### src/hw/vpa_pkg.sv
package vpa_pkg;
    // register indices; byte address is four times the index
    localparam logic [7:0] IDX_LINE_START_LO = 8'h4c;
    localparam logic [7:0] IDX_LINE_COUNT_HI = 8'h4d;
    localparam logic [7:0] IDX_LINE_COUNT_LO = 8'h4e;
    localparam logic [7:0] IDX_MEASURE_CFG = 8'h4f;
    localparam logic [7:0] IDX_PHASE_CMD = 8'h50;
    localparam logic [7:0] IDX_PHASE_STATUS = 8'h51;
    localparam logic [7:0] IDX_VLINE_MASK = 8'h52;
    localparam logic [7:0] IDX_PIX_MASK_AFTER = 8'h53;
    localparam logic [7:0] IDX_PIX_MASK_BEFORE = 8'h54;
    localparam logic [7:0] IDX_CMD_OPTIONS = 8'h55;
    localparam logic [7:0] IDX_IRQ_STATUS = 8'h5b;
    localparam logic [7:0] IDX_IRQ_MASK = 8'h5c;

    // reset values
    localparam logic [7:0] RST_LINE_START_LO = 8'h26;
    localparam logic [3:0] RST_LINE_COUNT_HI = 4'h4;
    localparam logic [7:0] RST_LINE_COUNT_LO = 8'h00;
    localparam logic [1:0] RST_MEASURE_CFG = 2'h0;
    localparam logic [6:0] RST_VLINE_MASK = 7'h01;
    localparam logic [7:0] RST_PIX_MASK_AFTER = 8'h01;
    localparam logic [7:0] RST_PIX_MASK_BEFORE = 8'h01;
    localparam logic [7:0] RST_CMD_OPTIONS = 8'h20;

    // field positions
    localparam int MC_VUNITS_BIT = 0;
    localparam int MC_LINECNT_BIT = 1;
    localparam int STATUS_BUSY_BIT = 7;
    localparam int VM_BEFORE_LSB = 0;
    localparam int VM_AFTER_LSB = 4;
    localparam int OPT_BLUE_OFF = 0;
    localparam int OPT_RED_OFF = 2;
    localparam int OPT_SEARCH_WORST = 3;
    localparam int OPT_STEP_SLOW = 4;
    localparam int OPT_UPDATE_ON_VSYNC = 5;
    localparam int OPT_ENGINE_CLEAR = 6;
    localparam int IRQ_DONE_BIT = 0;
    localparam int IRQ_BADCMD_BIT = 1;

    // command codes
    localparam logic [2:0] CMD_APPLY_PHASE = 3'h3;
    localparam logic [2:0] CMD_APPLY_WINDOW = 3'h4;

    // timing counts
    localparam logic [6:0] STEP_VSYNCS_FAST = 7'h1c;
    localparam logic [6:0] STEP_VSYNCS_SLOW = 7'h40;
    localparam logic [8:0] XTAL_UNIT_LAST = 9'h1ff;

    localparam logic [1:0] AXI_OKAY = 2'h0;
    localparam logic [1:0] AXI_SLVERR = 2'h2;

    typedef enum logic [1:0] {
        ST_IDLE = 2'b00,
        ST_STEP = 2'b01,
        ST_WAITV = 2'b11,
        ST_DONE = 2'b10
    } vpa_state_e;
endpackage : vpa_pkg

### src/hw/vpa_phase_adjust_regs.sv
// How it works
// - line start low byte resets to 0x26
// - 12-bit visible line count, resets 0x400
// - vertical units: lines or 512 crystal clocks
// - line count method: integer or timed
// - command register write launches low three bits
// - 011 sets phase, 100 sets window
// - status bit 7 shows engine busy
// - lines masked before vsync edge, table lookup
// - lines masked after vsync edge, table lookup
// - mask 2N pixels after hsync edge
// - mask 2N pixels before hsync edge
// - option bits 0..2 drop blue, green, red
// - option bit 3 seeks worst phase
// - option bit 4: 28 or 64 vsync steps
// - option bit 5 defers phase to vsync
// - option bit 6 holds engine in reset
//
// Design decision made here: the AXI4-Lite register port.
`timescale 1ns/1ps
`default_nettype none
module vpa_phase_adjust_regs (
    input wire logic CLK_SYS,
    input wire logic NRST,
    input wire logic [11:0] S_AXI_AWADDR,
    input wire logic S_AXI_AWVALID,
    output logic S_AXI_AWREADY,
    input wire logic [31:0] S_AXI_WDATA,
    input wire logic [3:0] S_AXI_WSTRB,
    input wire logic S_AXI_WVALID,
    output logic S_AXI_WREADY,
    output logic [1:0] S_AXI_BRESP,
    output logic S_AXI_BVALID,
    input wire logic S_AXI_BREADY,
    input wire logic [11:0] S_AXI_ARADDR,
    input wire logic S_AXI_ARVALID,
    output logic S_AXI_ARREADY,
    output logic [31:0] S_AXI_RDATA,
    output logic [1:0] S_AXI_RRESP,
    output logic S_AXI_RVALID,
    input wire logic S_AXI_RREADY,
    input wire logic HSYNC_IN,
    input wire logic VSYNC_IN,
    input wire logic PIXEL_EN,
    output logic IRQ,
    output logic PHASE_APPLY,
    output logic WINDOW_APPLY,
    output logic SEARCH_WORST,
    output logic [2:0] CHAN_MEASURE_EN,
    output logic COLLECT_EN,
    output logic VERT_TICK,
    output logic LINECOUNT_TIMED,
    output logic [7:0] LINE_START_LOW,
    output logic [11:0] LINE_COUNT
);
    function automatic logic [3:0] lines_before(input logic [2:0] code);
        case (code)
            3'h0: lines_before = 4'h0;
            3'h1: lines_before = 4'h1;
            3'h2: lines_before = 4'h2;
            3'h3: lines_before = 4'h4;
            3'h4: lines_before = 4'h6;
            3'h5: lines_before = 4'h8;
            3'h6: lines_before = 4'ha;
            default: lines_before = 4'hc;
        endcase
    endfunction : lines_before

    function automatic logic [5:0] lines_after(input logic [2:0] code);
        case (code)
            3'h0: lines_after = 6'h05;
            3'h1: lines_after = 6'h12;
            3'h2: lines_after = 6'h13;
            3'h3: lines_after = 6'h14;
            3'h4: lines_after = 6'h16;
            3'h5: lines_after = 6'h19;
            3'h6: lines_after = 6'h29;
            default: lines_after = 6'h2c;
        endcase
    endfunction : lines_after

    // registers
    logic [7:0] line_start_ff;
    logic [3:0] line_cnt_hi_ff;
    logic [7:0] line_cnt_lo_ff;
    logic [1:0] meas_cfg_ff;
    logic [6:0] vmask_ff;
    logic [7:0] hmask_after_ff;
    logic [7:0] hmask_before_ff;
    logic [7:0] opt_ff;
    logic [1:0] irq_stat_ff;
    logic [1:0] irq_mask_ff;

    // bus state
    logic aw_held_ff, w_held_ff, bvalid_ff, rvalid_ff;
    logic [7:0] aw_idx_ff;
    logic [31:0] wdata_ff;
    logic [3:0] wstrb_ff;
    logic [1:0] bresp_ff, rresp_ff;
    logic [31:0] rdata_ff;

    // sync inputs
    logic hs_meta_ff, hs_sync_ff, hs_prev_ff;
    logic vs_meta_ff, vs_sync_ff, vs_prev_ff;

    // window counters
    logic [11:0] pix_cnt_ff, line_len_ff, row_cnt_ff, frame_len_ff;
    logic [8:0] xtal_cnt_ff;
    logic collect_ff, vtick_ff;

    // engine
    vpa_pkg::vpa_state_e state_ff, nxt_state;
    logic [6:0] step_cnt_ff, nxt_step_cnt;
    logic kind_phase_ff, nxt_kind_phase;
    logic phase_apply_ff, window_apply_ff;

    // write decode
    wire aw_hs = S_AXI_AWVALID & S_AXI_AWREADY;
    wire w_hs = S_AXI_WVALID & S_AXI_WREADY;
    wire ar_hs = S_AXI_ARVALID & S_AXI_ARREADY;
    wire do_write = aw_held_ff & w_held_ff & ~bvalid_ff;
    wire lane0 = do_write & wstrb_ff[0];
    wire [7:0] wbyte = wdata_ff[7:0];
    wire [7:0] ar_idx = S_AXI_ARADDR[9:2];
    wire ar_hi_zero = (S_AXI_ARADDR[11:10] == 2'h0);

    function automatic logic idx_mapped(input logic [7:0] idx);
        idx_mapped = (idx >= vpa_pkg::IDX_LINE_START_LO &&
                      idx <= vpa_pkg::IDX_CMD_OPTIONS) ||
                     idx == vpa_pkg::IDX_IRQ_STATUS ||
                     idx == vpa_pkg::IDX_IRQ_MASK;
    endfunction : idx_mapped

    function automatic logic wr_hit(input logic [7:0] idx,
                                    input logic [7:0] want);
        wr_hit = (idx == want);
    endfunction : wr_hit

    wire wr_line_start = lane0 & wr_hit(aw_idx_ff, vpa_pkg::IDX_LINE_START_LO);
    wire wr_cnt_hi = lane0 & wr_hit(aw_idx_ff, vpa_pkg::IDX_LINE_COUNT_HI);
    wire wr_cnt_lo = lane0 & wr_hit(aw_idx_ff, vpa_pkg::IDX_LINE_COUNT_LO);
    wire wr_meas = lane0 & wr_hit(aw_idx_ff, vpa_pkg::IDX_MEASURE_CFG);
    wire wr_cmd = lane0 & wr_hit(aw_idx_ff, vpa_pkg::IDX_PHASE_CMD);
    wire wr_vmask = lane0 & wr_hit(aw_idx_ff, vpa_pkg::IDX_VLINE_MASK);
    wire wr_hm_after = lane0 & wr_hit(aw_idx_ff, vpa_pkg::IDX_PIX_MASK_AFTER);
    wire wr_hm_before = lane0 & wr_hit(aw_idx_ff, vpa_pkg::IDX_PIX_MASK_BEFORE);
    wire wr_opt = lane0 & wr_hit(aw_idx_ff, vpa_pkg::IDX_CMD_OPTIONS);
    wire wr_irq_clr = lane0 & wr_hit(aw_idx_ff, vpa_pkg::IDX_IRQ_STATUS);
    wire wr_irq_mask = lane0 & wr_hit(aw_idx_ff, vpa_pkg::IDX_IRQ_MASK);

    // engine control
    wire engine_clear = opt_ff[vpa_pkg::OPT_ENGINE_CLEAR];
    wire busy = (state_ff != vpa_pkg::ST_IDLE);
    wire [2:0] cmd_code = wbyte[2:0];
    wire cmd_phase = (cmd_code == vpa_pkg::CMD_APPLY_PHASE);
    wire cmd_window = (cmd_code == vpa_pkg::CMD_APPLY_WINDOW);
    // a command during busy or clear is dropped, not queued
    wire cmd_take = wr_cmd & ~busy & ~engine_clear;
    wire start_phase = cmd_take & cmd_phase;
    wire start_window = cmd_take & cmd_window;
    wire bad_cmd = cmd_take & ~cmd_phase & ~cmd_window;
    wire [6:0] step_last = opt_ff[vpa_pkg::OPT_STEP_SLOW] ?
        vpa_pkg::STEP_VSYNCS_SLOW - 7'h01 :
        vpa_pkg::STEP_VSYNCS_FAST - 7'h01;
    wire upd_on_vs = opt_ff[vpa_pkg::OPT_UPDATE_ON_VSYNC];
    wire hs_edge = hs_sync_ff & ~hs_prev_ff;
    wire vs_edge = vs_sync_ff & ~vs_prev_ff;
    wire step_end = (state_ff == vpa_pkg::ST_STEP) & vs_edge &
                    (step_cnt_ff == step_last);
    wire nxt_phase_apply = (step_end & ~upd_on_vs) |
        ((state_ff == vpa_pkg::ST_WAITV) & vs_edge & kind_phase_ff);
    wire nxt_window_apply = (state_ff == vpa_pkg::ST_WAITV) & vs_edge &
                            ~kind_phase_ff;
    wire engine_done = (state_ff == vpa_pkg::ST_DONE);

    // collection window
    wire [8:0] excl_after_px = {hmask_after_ff, 1'b0};
    wire [8:0] excl_before_px = {hmask_before_ff, 1'b0};
    wire [11:0] px_left = line_len_ff - pix_cnt_ff;
    wire h_excl_after = pix_cnt_ff < {3'h0, excl_after_px};
    wire h_excl_before = px_left <= {3'h0, excl_before_px};
    wire [3:0] v_before = lines_before(vmask_ff[2:0]);
    wire [5:0] v_after = lines_after(vmask_ff[6:4]);
    wire [11:0] rows_left = frame_len_ff - row_cnt_ff;
    wire v_excl_after = row_cnt_ff < {6'h00, v_after};
    wire v_excl_before = rows_left <= {8'h00, v_before};
    wire nxt_collect = busy & ~h_excl_after & ~h_excl_before &
                       ~v_excl_after & ~v_excl_before;
    // vertical unit tick: per line, or per 512 crystal clocks
    wire nxt_vtick = meas_cfg_ff[vpa_pkg::MC_VUNITS_BIT] ?
        (xtal_cnt_ff == vpa_pkg::XTAL_UNIT_LAST) : hs_edge;

    // read mux
    wire [7:0] rd_byte =
        (ar_idx == vpa_pkg::IDX_LINE_START_LO) ? line_start_ff :
        (ar_idx == vpa_pkg::IDX_LINE_COUNT_HI) ? {4'h0, line_cnt_hi_ff} :
        (ar_idx == vpa_pkg::IDX_LINE_COUNT_LO) ? line_cnt_lo_ff :
        (ar_idx == vpa_pkg::IDX_MEASURE_CFG) ? {6'h00, meas_cfg_ff} :
        (ar_idx == vpa_pkg::IDX_PHASE_STATUS) ? {busy, 7'h00} :
        (ar_idx == vpa_pkg::IDX_VLINE_MASK) ? {1'b0, vmask_ff} :
        (ar_idx == vpa_pkg::IDX_PIX_MASK_AFTER) ? hmask_after_ff :
        (ar_idx == vpa_pkg::IDX_PIX_MASK_BEFORE) ? hmask_before_ff :
        (ar_idx == vpa_pkg::IDX_CMD_OPTIONS) ? opt_ff :
        (ar_idx == vpa_pkg::IDX_IRQ_STATUS) ? {6'h00, irq_stat_ff} :
        (ar_idx == vpa_pkg::IDX_IRQ_MASK) ? {6'h00, irq_mask_ff} : 8'h00;
    wire ar_ok = ar_hi_zero & idx_mapped(ar_idx);
    // out-of-range high address bits already folded into index 0xff
    wire aw_ok = idx_mapped(aw_idx_ff);

    // bus handshakes
    assign S_AXI_AWREADY = ~aw_held_ff & ~bvalid_ff;
    assign S_AXI_WREADY = ~w_held_ff & ~bvalid_ff;
    assign S_AXI_ARREADY = ~rvalid_ff;
    assign S_AXI_BVALID = bvalid_ff;
    assign S_AXI_BRESP = bresp_ff;
    assign S_AXI_RVALID = rvalid_ff;
    assign S_AXI_RRESP = rresp_ff;
    assign S_AXI_RDATA = rdata_ff;

    // outputs
    assign IRQ = |(irq_stat_ff & irq_mask_ff);
    assign PHASE_APPLY = phase_apply_ff;
    assign WINDOW_APPLY = window_apply_ff;
    assign SEARCH_WORST = opt_ff[vpa_pkg::OPT_SEARCH_WORST];
    assign CHAN_MEASURE_EN =
        ~opt_ff[vpa_pkg::OPT_RED_OFF:vpa_pkg::OPT_BLUE_OFF];
    assign COLLECT_EN = collect_ff;
    assign VERT_TICK = vtick_ff;
    assign LINECOUNT_TIMED = meas_cfg_ff[vpa_pkg::MC_LINECNT_BIT];
    assign LINE_START_LOW = line_start_ff;
    assign LINE_COUNT = {line_cnt_hi_ff, line_cnt_lo_ff};

    always_ff @(posedge CLK_SYS) begin
        if (!NRST) begin
            aw_held_ff <= 1'b0;
            w_held_ff <= 1'b0;
            aw_idx_ff <= 8'h00;
            wdata_ff <= 32'h0000_0000;
            wstrb_ff <= 4'h0;
        end else begin
            if (aw_hs) begin
                aw_held_ff <= 1'b1;
                aw_idx_ff <= S_AXI_AWADDR[11:10] == 2'h0 ?
                             S_AXI_AWADDR[9:2] : 8'hff;
            end else if (do_write) begin
                aw_held_ff <= 1'b0;
            end
            if (w_hs) begin
                w_held_ff <= 1'b1;
                wdata_ff <= S_AXI_WDATA;
                wstrb_ff <= S_AXI_WSTRB;
            end else if (do_write) begin
                w_held_ff <= 1'b0;
            end
        end
    end

    always_ff @(posedge CLK_SYS) begin
        if (!NRST) begin
            bvalid_ff <= 1'b0;
            bresp_ff <= vpa_pkg::AXI_OKAY;
            rvalid_ff <= 1'b0;
            rresp_ff <= vpa_pkg::AXI_OKAY;
            rdata_ff <= 32'h0000_0000;
        end else begin
            if (do_write) begin
                bvalid_ff <= 1'b1;
                bresp_ff <= aw_ok ? vpa_pkg::AXI_OKAY : vpa_pkg::AXI_SLVERR;
            end else if (S_AXI_BREADY) begin
                bvalid_ff <= 1'b0;
            end
            if (ar_hs) begin
                rvalid_ff <= 1'b1;
                rdata_ff <= {24'h00_0000, rd_byte};
                rresp_ff <= ar_ok ? vpa_pkg::AXI_OKAY : vpa_pkg::AXI_SLVERR;
            end else if (S_AXI_RREADY) begin
                rvalid_ff <= 1'b0;
            end
        end
    end

    always_ff @(posedge CLK_SYS) begin
        if (!NRST) begin
            line_start_ff <= vpa_pkg::RST_LINE_START_LO;
            line_cnt_hi_ff <= vpa_pkg::RST_LINE_COUNT_HI;
            line_cnt_lo_ff <= vpa_pkg::RST_LINE_COUNT_LO;
            meas_cfg_ff <= vpa_pkg::RST_MEASURE_CFG;
            vmask_ff <= vpa_pkg::RST_VLINE_MASK;
            hmask_after_ff <= vpa_pkg::RST_PIX_MASK_AFTER;
            hmask_before_ff <= vpa_pkg::RST_PIX_MASK_BEFORE;
            opt_ff <= vpa_pkg::RST_CMD_OPTIONS;
            irq_mask_ff <= 2'h0;
        end else begin
            if (wr_line_start) line_start_ff <= wbyte;
            if (wr_cnt_hi) line_cnt_hi_ff <= wbyte[3:0];
            if (wr_cnt_lo) line_cnt_lo_ff <= wbyte;
            if (wr_meas) meas_cfg_ff <= wbyte[1:0];
            if (wr_vmask) vmask_ff <= {wbyte[6:4], 1'b0, wbyte[2:0]};
            if (wr_hm_after) hmask_after_ff <= wbyte;
            if (wr_hm_before) hmask_before_ff <= wbyte;
            // bit 7 kept at zero; host should write it as zero
            if (wr_opt) opt_ff <= {1'b0, wbyte[6:0]};
            if (wr_irq_mask) irq_mask_ff <= wbyte[1:0];
        end
    end

    // sticky events; a set in the clear cycle wins
    wire [1:0] irq_set = {bad_cmd, engine_done};
    wire [1:0] irq_clr = wr_irq_clr ? wbyte[1:0] : 2'h0;
    always_ff @(posedge CLK_SYS) begin
        if (!NRST) begin
            irq_stat_ff <= 2'h0;
        end else begin
            irq_stat_ff <= (irq_stat_ff & ~irq_clr) | irq_set;
        end
    end

    // two flops before any logic sees the sync pins
    always_ff @(posedge CLK_SYS) begin
        if (!NRST) begin
            hs_meta_ff <= 1'b0;
            hs_sync_ff <= 1'b0;
            hs_prev_ff <= 1'b0;
            vs_meta_ff <= 1'b0;
            vs_sync_ff <= 1'b0;
            vs_prev_ff <= 1'b0;
        end else begin
            hs_meta_ff <= HSYNC_IN;
            hs_sync_ff <= hs_meta_ff;
            hs_prev_ff <= hs_sync_ff;
            vs_meta_ff <= VSYNC_IN;
            vs_sync_ff <= vs_meta_ff;
            vs_prev_ff <= vs_sync_ff;
        end
    end

    // line and frame lengths from the previous period
    always_ff @(posedge CLK_SYS) begin
        if (!NRST) begin
            pix_cnt_ff <= 12'h000;
            line_len_ff <= 12'hfff;
            row_cnt_ff <= 12'h000;
            frame_len_ff <= 12'hfff;
            xtal_cnt_ff <= 9'h000;
        end else begin
            xtal_cnt_ff <= xtal_cnt_ff + 9'h001;
            if (hs_edge) begin
                line_len_ff <= pix_cnt_ff;
                pix_cnt_ff <= 12'h000;
            end else if (PIXEL_EN && pix_cnt_ff != 12'hfff) begin
                pix_cnt_ff <= pix_cnt_ff + 12'h001;
            end
            if (vs_edge) begin
                frame_len_ff <= row_cnt_ff;
                row_cnt_ff <= 12'h000;
            end else if (hs_edge && row_cnt_ff != 12'hfff) begin
                row_cnt_ff <= row_cnt_ff + 12'h001;
            end
        end
    end

    always_ff @(posedge CLK_SYS) begin
        if (!NRST) begin
            collect_ff <= 1'b0;
            vtick_ff <= 1'b0;
        end else begin
            collect_ff <= nxt_collect;
            vtick_ff <= nxt_vtick;
        end
    end

    always_comb begin
        nxt_state = state_ff;
        nxt_step_cnt = step_cnt_ff;
        nxt_kind_phase = kind_phase_ff;
        case (state_ff)
            vpa_pkg::ST_IDLE: begin
                nxt_step_cnt = 7'h00;
                if (start_phase) begin
                    nxt_state = vpa_pkg::ST_STEP;
                    nxt_kind_phase = 1'b1;
                end else if (start_window) begin
                    nxt_state = vpa_pkg::ST_WAITV;
                    nxt_kind_phase = 1'b0;
                end
            end
            vpa_pkg::ST_STEP: begin
                if (step_end) begin
                    nxt_state = upd_on_vs ? vpa_pkg::ST_WAITV :
                                vpa_pkg::ST_DONE;
                end else if (vs_edge) begin
                    nxt_step_cnt = step_cnt_ff + 7'h01;
                end
            end
            vpa_pkg::ST_WAITV: begin
                if (vs_edge) nxt_state = vpa_pkg::ST_DONE;
            end
            vpa_pkg::ST_DONE: nxt_state = vpa_pkg::ST_IDLE;
            default: nxt_state = vpa_pkg::ST_IDLE;
        endcase
    end

    // clear bit holds the engine and its pulses in reset
    always_ff @(posedge CLK_SYS) begin
        if (!NRST || engine_clear) begin
            state_ff <= vpa_pkg::ST_IDLE;
            step_cnt_ff <= 7'h00;
            kind_phase_ff <= 1'b0;
            phase_apply_ff <= 1'b0;
            window_apply_ff <= 1'b0;
        end else begin
            state_ff <= nxt_state;
            step_cnt_ff <= nxt_step_cnt;
            kind_phase_ff <= nxt_kind_phase;
            phase_apply_ff <= nxt_phase_apply;
            window_apply_ff <= nxt_window_apply;
        end
    end
endmodule : vpa_phase_adjust_regs
`default_nettype wire

### config.mk
export PLATFORM = sky130hd
export DESIGN_NAME = vpa_phase_adjust_regs
export DESIGN_NICKNAME = d
export VERILOG_FILES = /design/src/hw/vpa_pkg.sv /design/src/hw/vpa_phase_adjust_regs.sv
export SDC_FILE = /design/constraint.sdc
export NUM_CORES = 1
export LEC_CHECK = 0
export BUFFER_PORTS_ARGS = -buffer_cell sky130_fd_sc_hd__buf_2
export CELL_PAD_IN_SITES_DETAIL_PLACEMENT = 1
export CELL_PAD_IN_SITES_GLOBAL_PLACEMENT = 1
export CORE_MARGIN = 5
export CORE_UTILIZATION = 45
export DETAILED_ROUTE_END_ITERATION = 7
export PLACE_DENSITY = 0.81
export SLEW_MARGIN = 25
export SYNTH_ARGS = -nofsm -noshare
export SYNTH_HDL_FRONTEND = slang
export SYNTH_SLANG_ARGS = --single-unit
export TNS_END_PERCENT = 1
### constraint.sdc
create_clock -name CLK_SYS -period 5.3 [get_ports CLK_SYS]
set_input_delay 0.53 -clock CLK_SYS [delete_from_list [all_inputs] [get_ports CLK_SYS]]
set_output_delay 0.53 -clock CLK_SYS [all_outputs]
set_load 0.01 [all_outputs]
Word-level counts from Yosys, hierarchy flattened --
Cells that the tools add are included.
Storage, ports and cells: output and inout bits 71, register bits after elaboration 165, input port bits 70, logic and storage cells 226
Cells by class: $lt $le $gt $ge 8, bitwise operators 61, muxes and demuxes 37, add/subtract/negate cells 6, reductions and logical operators 28, equality and inequality tests 48
Operator list (number):
- $eq 8x7->1 const B | 22
- $mux 8 | 9
- $pmux 6 s7 | 1
- $and 1x1->1 | 38
- $pmux 4 s7 | 1
- $add 12x1->12 const B | 2
- $ne 12x12->1 const B | 2
- $sub 12x12->12 | 2
- $eq 3x3->1 const B | 7
- $mux 7 | 3
- $mux 2 | 9
- $not 1->1 | 17
- $ge 8x7->1 const B | 2
- $le 8x7->1 const B | 2
- $eq 3x2->1 const B | 5
- $pmux 7 s2 | 1
- $reduce_bool 2->1 | 7
- $le 12x4->1 | 1
- $le 12x9->1 | 1
- $lt 12x6->1 | 1
- $lt 12x9->1 | 1
- $mux 1 | 11
- $add 9x1->9 const B | 1
- $eq 9x9->1 const B | 1
- other kinds (22) | 41

Logic depth before layout (Yosys ltp) --
Gate-level depths: netlist of the first run.
depth in word-level cells 12, gate-level depth with buffers 15, mapped depth without buffers 15

Worst setup path after synthesis of the first run --
OpenSTA, ideal clock, no wires.
kind register to register, start point register pix_cnt_ff[0], end point register collect_ff (netlist: COLLECT_EN), path slack 2.625 ns, period minus slack after synthesis 2.675 ns, library setup time 0.086 ns, stages on the path, launching flop included 15, arrival 2.590 ns, required time 5.214 ns, cells stage by stage dfxtp_1 -> ha_1 -> fa_1 -> nor2b_1 -> o31a_1 -> o21ai_0 -> a211o_1 -> xnor2_1 -> ha_1 -> nand2_1 -> a21oi_1 -> o41ai_1 -> a21oi_1 -> nor3_1 -> a211oi_1
On the way: longest elaborated chain between the ends 6
RTL lines:
- from (decl) | line vpa_phase_adjust_regs.sv:107 | logic [11:0] pix_cnt_ff, line_len_ff, row_cnt_ff, frame_len_ff;
- from (signal assigned) | line vpa_phase_adjust_regs.sv:351 | pix_cnt_ff <= pix_cnt_ff + 12'h001;
- $sub 12x12->12 or $lt 12x9->1 (tied branches) | line vpa_phase_adjust_regs.sv:179, vpa_phase_adjust_regs.sv:180
- $le 12x9->1 or $not 1->1 (tied branches) | line vpa_phase_adjust_regs.sv:181, vpa_phase_adjust_regs.sv:187
- $not 1->1 or $and 1x1->1 (tied branches) | line vpa_phase_adjust_regs.sv:187 | wire nxt_collect = busy & ~h_excl_after & ~h_excl_before &
- $and 1x1->1 (*) (2 in a row) | line vpa_phase_adjust_regs.sv:187
- $and 1x1->1 (*) | line vpa_phase_adjust_regs.sv:188 | ~v_excl_after & ~v_excl_before;
- to (signal assigned) | line vpa_phase_adjust_regs.sv:367 | collect_ff <= nxt_collect;
- to (decl) | line vpa_phase_adjust_regs.sv:109 | logic collect_ff, vtick_ff;
Every way passes the cells marked *; elsewhere a longest branch is shown, timed or not. A chain may end at the register's enable or synchronous reset.

Worst setup path in the final report of the first run --
Ends and elaborated chain as after synthesis.

==> results.json, run 1 <==
{
  "cts_sinks": 163,
  "regToRegSetupSlack_ns": 1.80,
  "worstSkewPairLatency_ns": 0.44,
  "top_layer_used": "met4",
  "antenna_found_initial": 0,
  "reg2reg_to": "COLLECT_EN",
  "grt.overflow.total": 0,
  "synth_top_family_by_area": "simple AND/OR/NAND/NOR gates",
  "p_int_mw": 1.99,
  "ys_warn_count": 0,
  "ios": 141,
  "grt_usage_pct": 21.8,
  "critPathKind": "reg2reg",
  "wl_met1_um": 11200,
  "synth_area_um2": 8970,
  "vias": 7598,
  "swShare_pct": 28.1,
  "start_util_pct": 45.9,
  "cts_tree": "yes",
  "ctsResizeCount": 0,
  "worst_slack_ns": 1.80,
  "finalSetupViolations": 0,
  "drcViolationCount": 0,
  "die_area_um2": 22900,
  "n_antenna_cell": 0,
  "whs_endpoint": "hs_meta_ff",
  "htree_num_levels": 4,
  "synth_edf_count": 0,
  "async_flop_share_pct": 0,
  "place_ws_ns": 1.94,
  "root_buffer": "clkbuf_16",
  "grt_max_degree": 57,
  "cts_hold_buf": 0,
  "ant_nets": 0,
  "peakVddDrop_v": 0.000209,
  "gp_congestion": 0.856,
  "critical_path_peak_fanout": 6,
  "cp_top_family": "compound AO/OA/AOI/OAI gates",
  "cts_buffer_depth": 2,
  "cts_buffers": 17,
  "synthXorXnorAreaFrac_pct": 3.71,
  "viasPerCell": 5.45,
  "synth_seq_cells": 163,
  "endpoint_kind": "register",
  "p_seq_share_pct": 46.8,
  "path_cells": "ha_1, fa_1, nor2b_1, o31a_1, o21ai_0, a211o_1, xnor2_1, ha_1, nand2_1, a21oi_1, o41ai_1, a21oi_1, nor3_1, a211oi_1",
  "synthToLayoutAreaGrowth_pct": 12.0,
  "fin_util_pct": 51.4,
  "p_leak_nw": 4.26,
  "drtIter0Drc": 320,
  "grt_pass1_wl_um": 39800,
  "synth_ff_type": "dfxtp_1",
  "detail_route.first_pass.iterations": 4,
  "fin_skew_ns": 0.0165,
  "yosys.area_share.simple_pct": 22.8,
  "reg2reg_from": "pix_cnt_ff[0]",
  "max_freq_mhz": 285,
  "routed_wirelength_um": 24400,
  "power_frac_comb_pct": 8.9,
  "max_stage_delay_ns": 0.42,
  "rsz0062_at_grt": "no",
  "hold_class": "in2reg",
  "required_ns": 5.58,
  "holdPathStages": 2,
  "synth_cell_types": 70,
  "power.density_nw_per_um2": 275,
  "grt_pass1_vias": 7879,
  "clkPwrFrac_pct": 44.3,
  "row_count": 51,
  "routed-wl-met3_um": 1120,
  "cts.clk_slew.worst_paths_ns": 0.07,
  "synth-seq-area-share_pct": 36.4,
  "cp.arrival_ns": 3.79,
  "coreArea_um2": 19500,
  "wl_met2_um": 11700,
  "drv_slew": 0,
  "synth_fa_ha_area_share_pct": 7.56,
  "fin_crit_sh_pct": 66.1,
  "startpoint_type": "register",
  "cap_violations": 0,
  "die_x_um": 151,
  "final_cell_area_um2": 10000,
  "period_needed_ns": 3.50,
  "hold_violations": 0,
  "status": "completed",
  "tns_ns": 0,
  "switchingPower_mw": 0.777,
  "wl_per_cell_um": 17.5,
  "synth_compound_area_share_pct": 15.9,
  "critPathBufInv": 0,
  "rr_worst_depth": 14,
  "die_y_um": 151,
  "avgSynthCellArea_um2": 8.52,
  "hpwl_um": 18000,
  "tightest_slew_ns": 0.823,
  "layout-drive-gt1-share_pct": 12.1,
  "slew-limit-headroom_pct": 43.7,
  "post_dp_cell_area_um2": 9450,
  "final_nets": 1238,
  "port_buffers": 83,
  "synthMuxAreaShare_pct": 6.73,
  "post_cts_buffers": 0,
  "synthCells": 1052,
  "min_from": "HSYNC_IN",
  "slowest_stage": "dfxtp_1"
}
-- Yosys cell counts (all sizes together), types with 11 or more instances --
cell,count,area [um^2]
mux2i,58,581
clkbuf,34,138
inv,58,218
nand2,121,454
o21ai,37,185
o211a,11,110
and2,19,119
a21oi,45,225
o211ai,27,203
nand2b,16,100
dfxtp,163,3260
nand3,29,145
ha,51,638
buf,35,257
nor2b,61,382
a21boi,18,135
xnor2,30,263
nor2,77,313
nor3,21,105
-- final cells by class --
class / instances / area, um^2
clock buffer: 17 / 425
clock inverter: 15 / 161
fill: 2417 / 9480
inverter: 58 / 218
multi-input combinational: 787 / 5190
sequential: 163 / 3260
tap: 265 / 332
timing repair buffer: 88 / 455
-- logic make-up (layout without fill, tap and decap cells) --
kind of cell | count (synthesis) | count (layout)
AO/OA/AOI/OAI | 208 | 208
XOR/XNOR | 38 | 38
adder cells (fa/ha/maj) | 53 | 53
buffers and inverters | 127 | 178
flip-flops | 163 | 163
multiplexers | 60 | 60
other | 1 | 26
AND/OR/NAND/NOR | 402 | 402
-- layout by cell type, fill, tap and decap left out, types with 9 or more instances in the layout --
master	count
conb_1	26
nand4_1	10
xnor2_1	30
nor2b_1	60
nor3_1	21
o21ai_0	36
ha_1	51
mux2i_1	58
buf_2	82
nand3_1	29
nand2b_1	16
a21boi_0	18
dfxtp_1	163
nor2_1	75
or3_1	9
nand2_1	121
o21a_1	9
and2_1	19
a211oi_1	9
o211ai_1	27
a21oi_1	45
clkbuf_16	17
o211a_1	11
inv_1	58
-- state kept, by name (all words and copies together), names as in the netlist, 9 cells and up --
register / count
frame_len_ff: 12
row_cnt_ff: 12
xtal_cnt_ff: 9
pix_cnt_ff: 12
line_len_ff: 12
-- how the worst max path moves through the flow --
stage	start	to	slack [ns]	cells after the start
after floorplan	pix_cnt_ff[0]	COLLECT_EN	2.62	14
after global placement	row_cnt_ff[0]	COLLECT_EN	2.01	11
after detailed placement	row_cnt_ff[0]	COLLECT_EN	1.94	11
after CTS	pix_cnt_ff[0]	COLLECT_EN	1.88	14
after global routing	pix_cnt_ff[0]	COLLECT_EN	1.69	14
final	pix_cnt_ff[0]	COLLECT_EN	1.80	14
-- stage by stage --
step / hold WS, ns / power (mW) / std cells
finish: 0.307 / 2.77 / 1393
global route: 0.314 / 2.88 / 1393
CTS: 0.300 / 2.78 / 1393
detailed placement: 0.423 / 1.57 / 1361
global placement: 0.423 / 1.56 / 1361
floorplan: 0.412 / 1.51 / 1077
-- power by group through the flow --
stage                     registers (mW)  logic (mW)  clock network [mW]
final                               1.30       0.245                1.23
after global routing                1.30       0.275                1.31
after CTS                           1.29       0.246                1.24
after detailed placement            1.32       0.243                   0
after global placement              1.32       0.235                   0
after floorplan                     1.31       0.195                   0
-- metal layers --
layer  GRT usage [%]  vias to the layer above
met3            4.85                       34
met2            37.9                      152
met4            6.71                        0
met5               0                        -
met1            26.8                     3668
li1                -                     3744
(Power assumes the default switching activity.)
==> run 2, diff against run 1 <==
--- a/config.mk
+++ b/config.mk
@@ -9,9 +9,9 @@
 export CELL_PAD_IN_SITES_DETAIL_PLACEMENT = 1
 export CELL_PAD_IN_SITES_GLOBAL_PLACEMENT = 1
 export CORE_MARGIN = 5
-export CORE_UTILIZATION = 45
+export CORE_UTILIZATION = 39
 export DETAILED_ROUTE_END_ITERATION = 7
-export PLACE_DENSITY = 0.81
+export PLACE_DENSITY = 0.74
 export SLEW_MARGIN = 25
 export SYNTH_ARGS = -nofsm -noshare
 export SYNTH_HDL_FRONTEND = slang
==> constraint.sdc (replaced) <==
create_clock -name CLK_SYS -period 2.9 [get_ports CLK_SYS]
set_input_delay 0.29 -clock CLK_SYS [delete_from_list [all_inputs] [get_ports CLK_SYS]]
set_output_delay 0.29 -clock CLK_SYS [all_outputs]
set_load 0.01 [all_outputs]
==> run 2 against run 1 <==
Compared with the run above: wire length increased by 0.63%; die area increased by 14%; via count increased by 0.70%; the flow now finishes with violations (negative setup slack); global-route usage decreased by 2.9 points; maximum frequency increased by 20%; worst hold slack got worse by 0.24 ns; clock-buffer cell count unchanged; combinational power increased by 94%; utilization decreased by 6.1 points; sequential power increased by 82%; total power increased by 84%; register-to-register slack got worse by 1.8 ns.
==> results.json, run 2 (synthesis results as in run 1) <==
{
  "die_x_um": 162,
  "cts_buffer_depth": 2,
  "tightest_slew_ns": 0.630,
  "critPathBufInv": 1,
  "max_freq_mhz": 342,
  "cp.arrival_ns": 3.28,
  "drtIter0Drc": 320,
  "multiInputGateArea_um2": 5240,
  "root_buffer": "clkbuf_16",
  "grt_pass1_vias": 7839,
  "cpMostUsedCell": "ha_1",
  "port_buffers": 83,
  "synthToLayoutAreaGrowth_pct": 14.5,
  "violations": "negative setup slack",
  "tns_ns": -0.0276,
  "post_dp_cell_area_um2": 9610,
  "row_count": 55,
  "grt.overflow.total": 0,
  "wl_per_cell_um": 17.2,
  "vias": 7651,
  "htree_num_levels": 4,
  "coreArea_um2": 22600,
  "grt_usage_pct": 18.9,
  "viasPerCell": 5.35,
  "fin_skew_ns": 0.0148,
  "finalSetupViolations": 1,
  "p_leak_nw": 4.35,
  "rsz0062_at_grt": "yes",
  "slew-limit-headroom_pct": 57.6,
  "status": "complete, but fails checks",
  "die_area_um2": 26100,
  "total_power_mw": 5.08,
  "worstSkewPairLatency_ns": 0.44,
  "path_cells": "inv_1, ha_1, or4_1, o2bb2ai_1, xnor2_1, ha_1, nand2_2, a21oi_2, o41ai_2, a21oi_1, nor3_1, a211oi_1",
  "startpoint_type": "register",
  "required_ns": 3.25,
  "start_util_pct": 39.6,
  "period_needed_ns": 2.93,
  "slowest_stage": "or4_1",
  "cts_buffers": 17,
  "routed_wirelength_um": 24600,
  "hold_violations": 0,
  "ant_nets": 0,
  "layout_common_cells": "162 x dfxtp_1, 120 x nand2_1, 82 x buf_2",
  "final_common_cell": "dfxtp_1",
  "die_y_um": 162,
  "cp_top_family": "compound AO/OA/AOI/OAI gates",
  "place_ws_ns": -0.0776,
  "gp_congestion": 0.790,
  "cts.clk_slew.worst_paths_ns": 0.08,
  "n_fill_cell": 2695,
  "drv_slew": 0,
  "hold_class": "in2reg",
  "max_stage_delay_ns": 0.49,
  "grt_pass1_wl_um": 40000,
  "antenna_found_initial": 0,
  "grt_max_degree": 80,
  "endpoint_kind": "register",
  "drcViolationCount": 0,
  "peakVddDrop_v": 0.000337,
  "worst_slack_ns": -0.0276,
  "n_antenna_cell": 0,
  "fin_util_pct": 45.4,
  "layout-drive-gt1-share_pct": 14.4,
  "critical_path_peak_fanout": 6,
  "hpwl_um": 18500,
  "ios": 141,
  "cts_sinks": 163,
  "final_cell_area_um2": 10300,
  "regArea_um2": 3260,
  "final_nets": 1256,
  "detail_route.first_pass.iterations": 4,
  "cap_violations": 0,
  "fin_crit_sh_pct": 101,
  "cts_tree": "yes",
  "power.density_nw_per_um2": 495,
  "critPathKind": "reg2reg"
}
-- run 2: through the flow --
stage / instances / hold slack (ns)
after floorplan: 1077 / 0.412
after global placement: 1397 / 0.426
after detailed placement: 1397 / 0.424
after CTS: 1429 / 0.0477
after global routing: 1431 / 0.0500
final: 1431 / 0.0637
-- run 2: cell type report --
type                            count  area share [%]
Clock buffer                       17            4.14
Clock inverter                     15            1.55
Inverter                           58            2.12
Multi-Input combinational cell    787            51.1
Sequential cell                   163            31.8
Tap cell                          285            3.47
Timing Repair Buffer              106            5.87
-- run 2: worst paths after layout --
kind	cells past startpoint	slack, ns	to	startpoint
max	12	-0.03	COLLECT_EN	pix_cnt_ff[5]
min	2	0.06	vs_meta_ff	VSYNC_IN
max reg2reg	12	-0.03	COLLECT_EN	pix_cnt_ff[5]
min reg2reg	1	0.44	vs_sync_ff	vs_meta_ff
-- run 2: where the power goes --
| part | internal, mW | switching [mW] | total (mW) |
|---|---|---|---|
| sequential | 2.30 | 0.0651 | 2.36 |
| combinational | 0.200 | 0.275 | 0.475 |
| clock | 1.15 | 1.09 | 2.24 |
-- run 2: metal layers --
metal  vias to the layer above  GRT usage, %  wire length [um]
li1                       3790             -                 -
met1                      3687          24.6             11500
met2                       146          31.6             11600
met3                        28          3.90              1090
met4                         0          5.50               418
met5                         -             0                 0
-- run 2: what timing repair did --
| action | in CTS | in global routing |
|---|---|---|
| hold endpoints to repair | 0 | 0 |
| hold buffers | 0 | 0 |
| pin swaps | 1 | 10 |
| resized for setup | 3 | 12 |
| setup endpoints to repair | 1 | 1 |
| setup buffers | 0 | 2 |
-- run 2: worst reg2reg max path: stages (launching register included) --
cell	delay, ns
dfxtp_1	0.45
inv_1	0.12
ha_1	0.29
or4_1	0.49
o2bb2ai_1	0.30
xnor2_1	0.14
ha_1	0.31
nand2_2	0.07
a21oi_2	0.13
o41ai_2	0.09
a21oi_1	0.18
nor3_1	0.07
a211oi_1	0.21
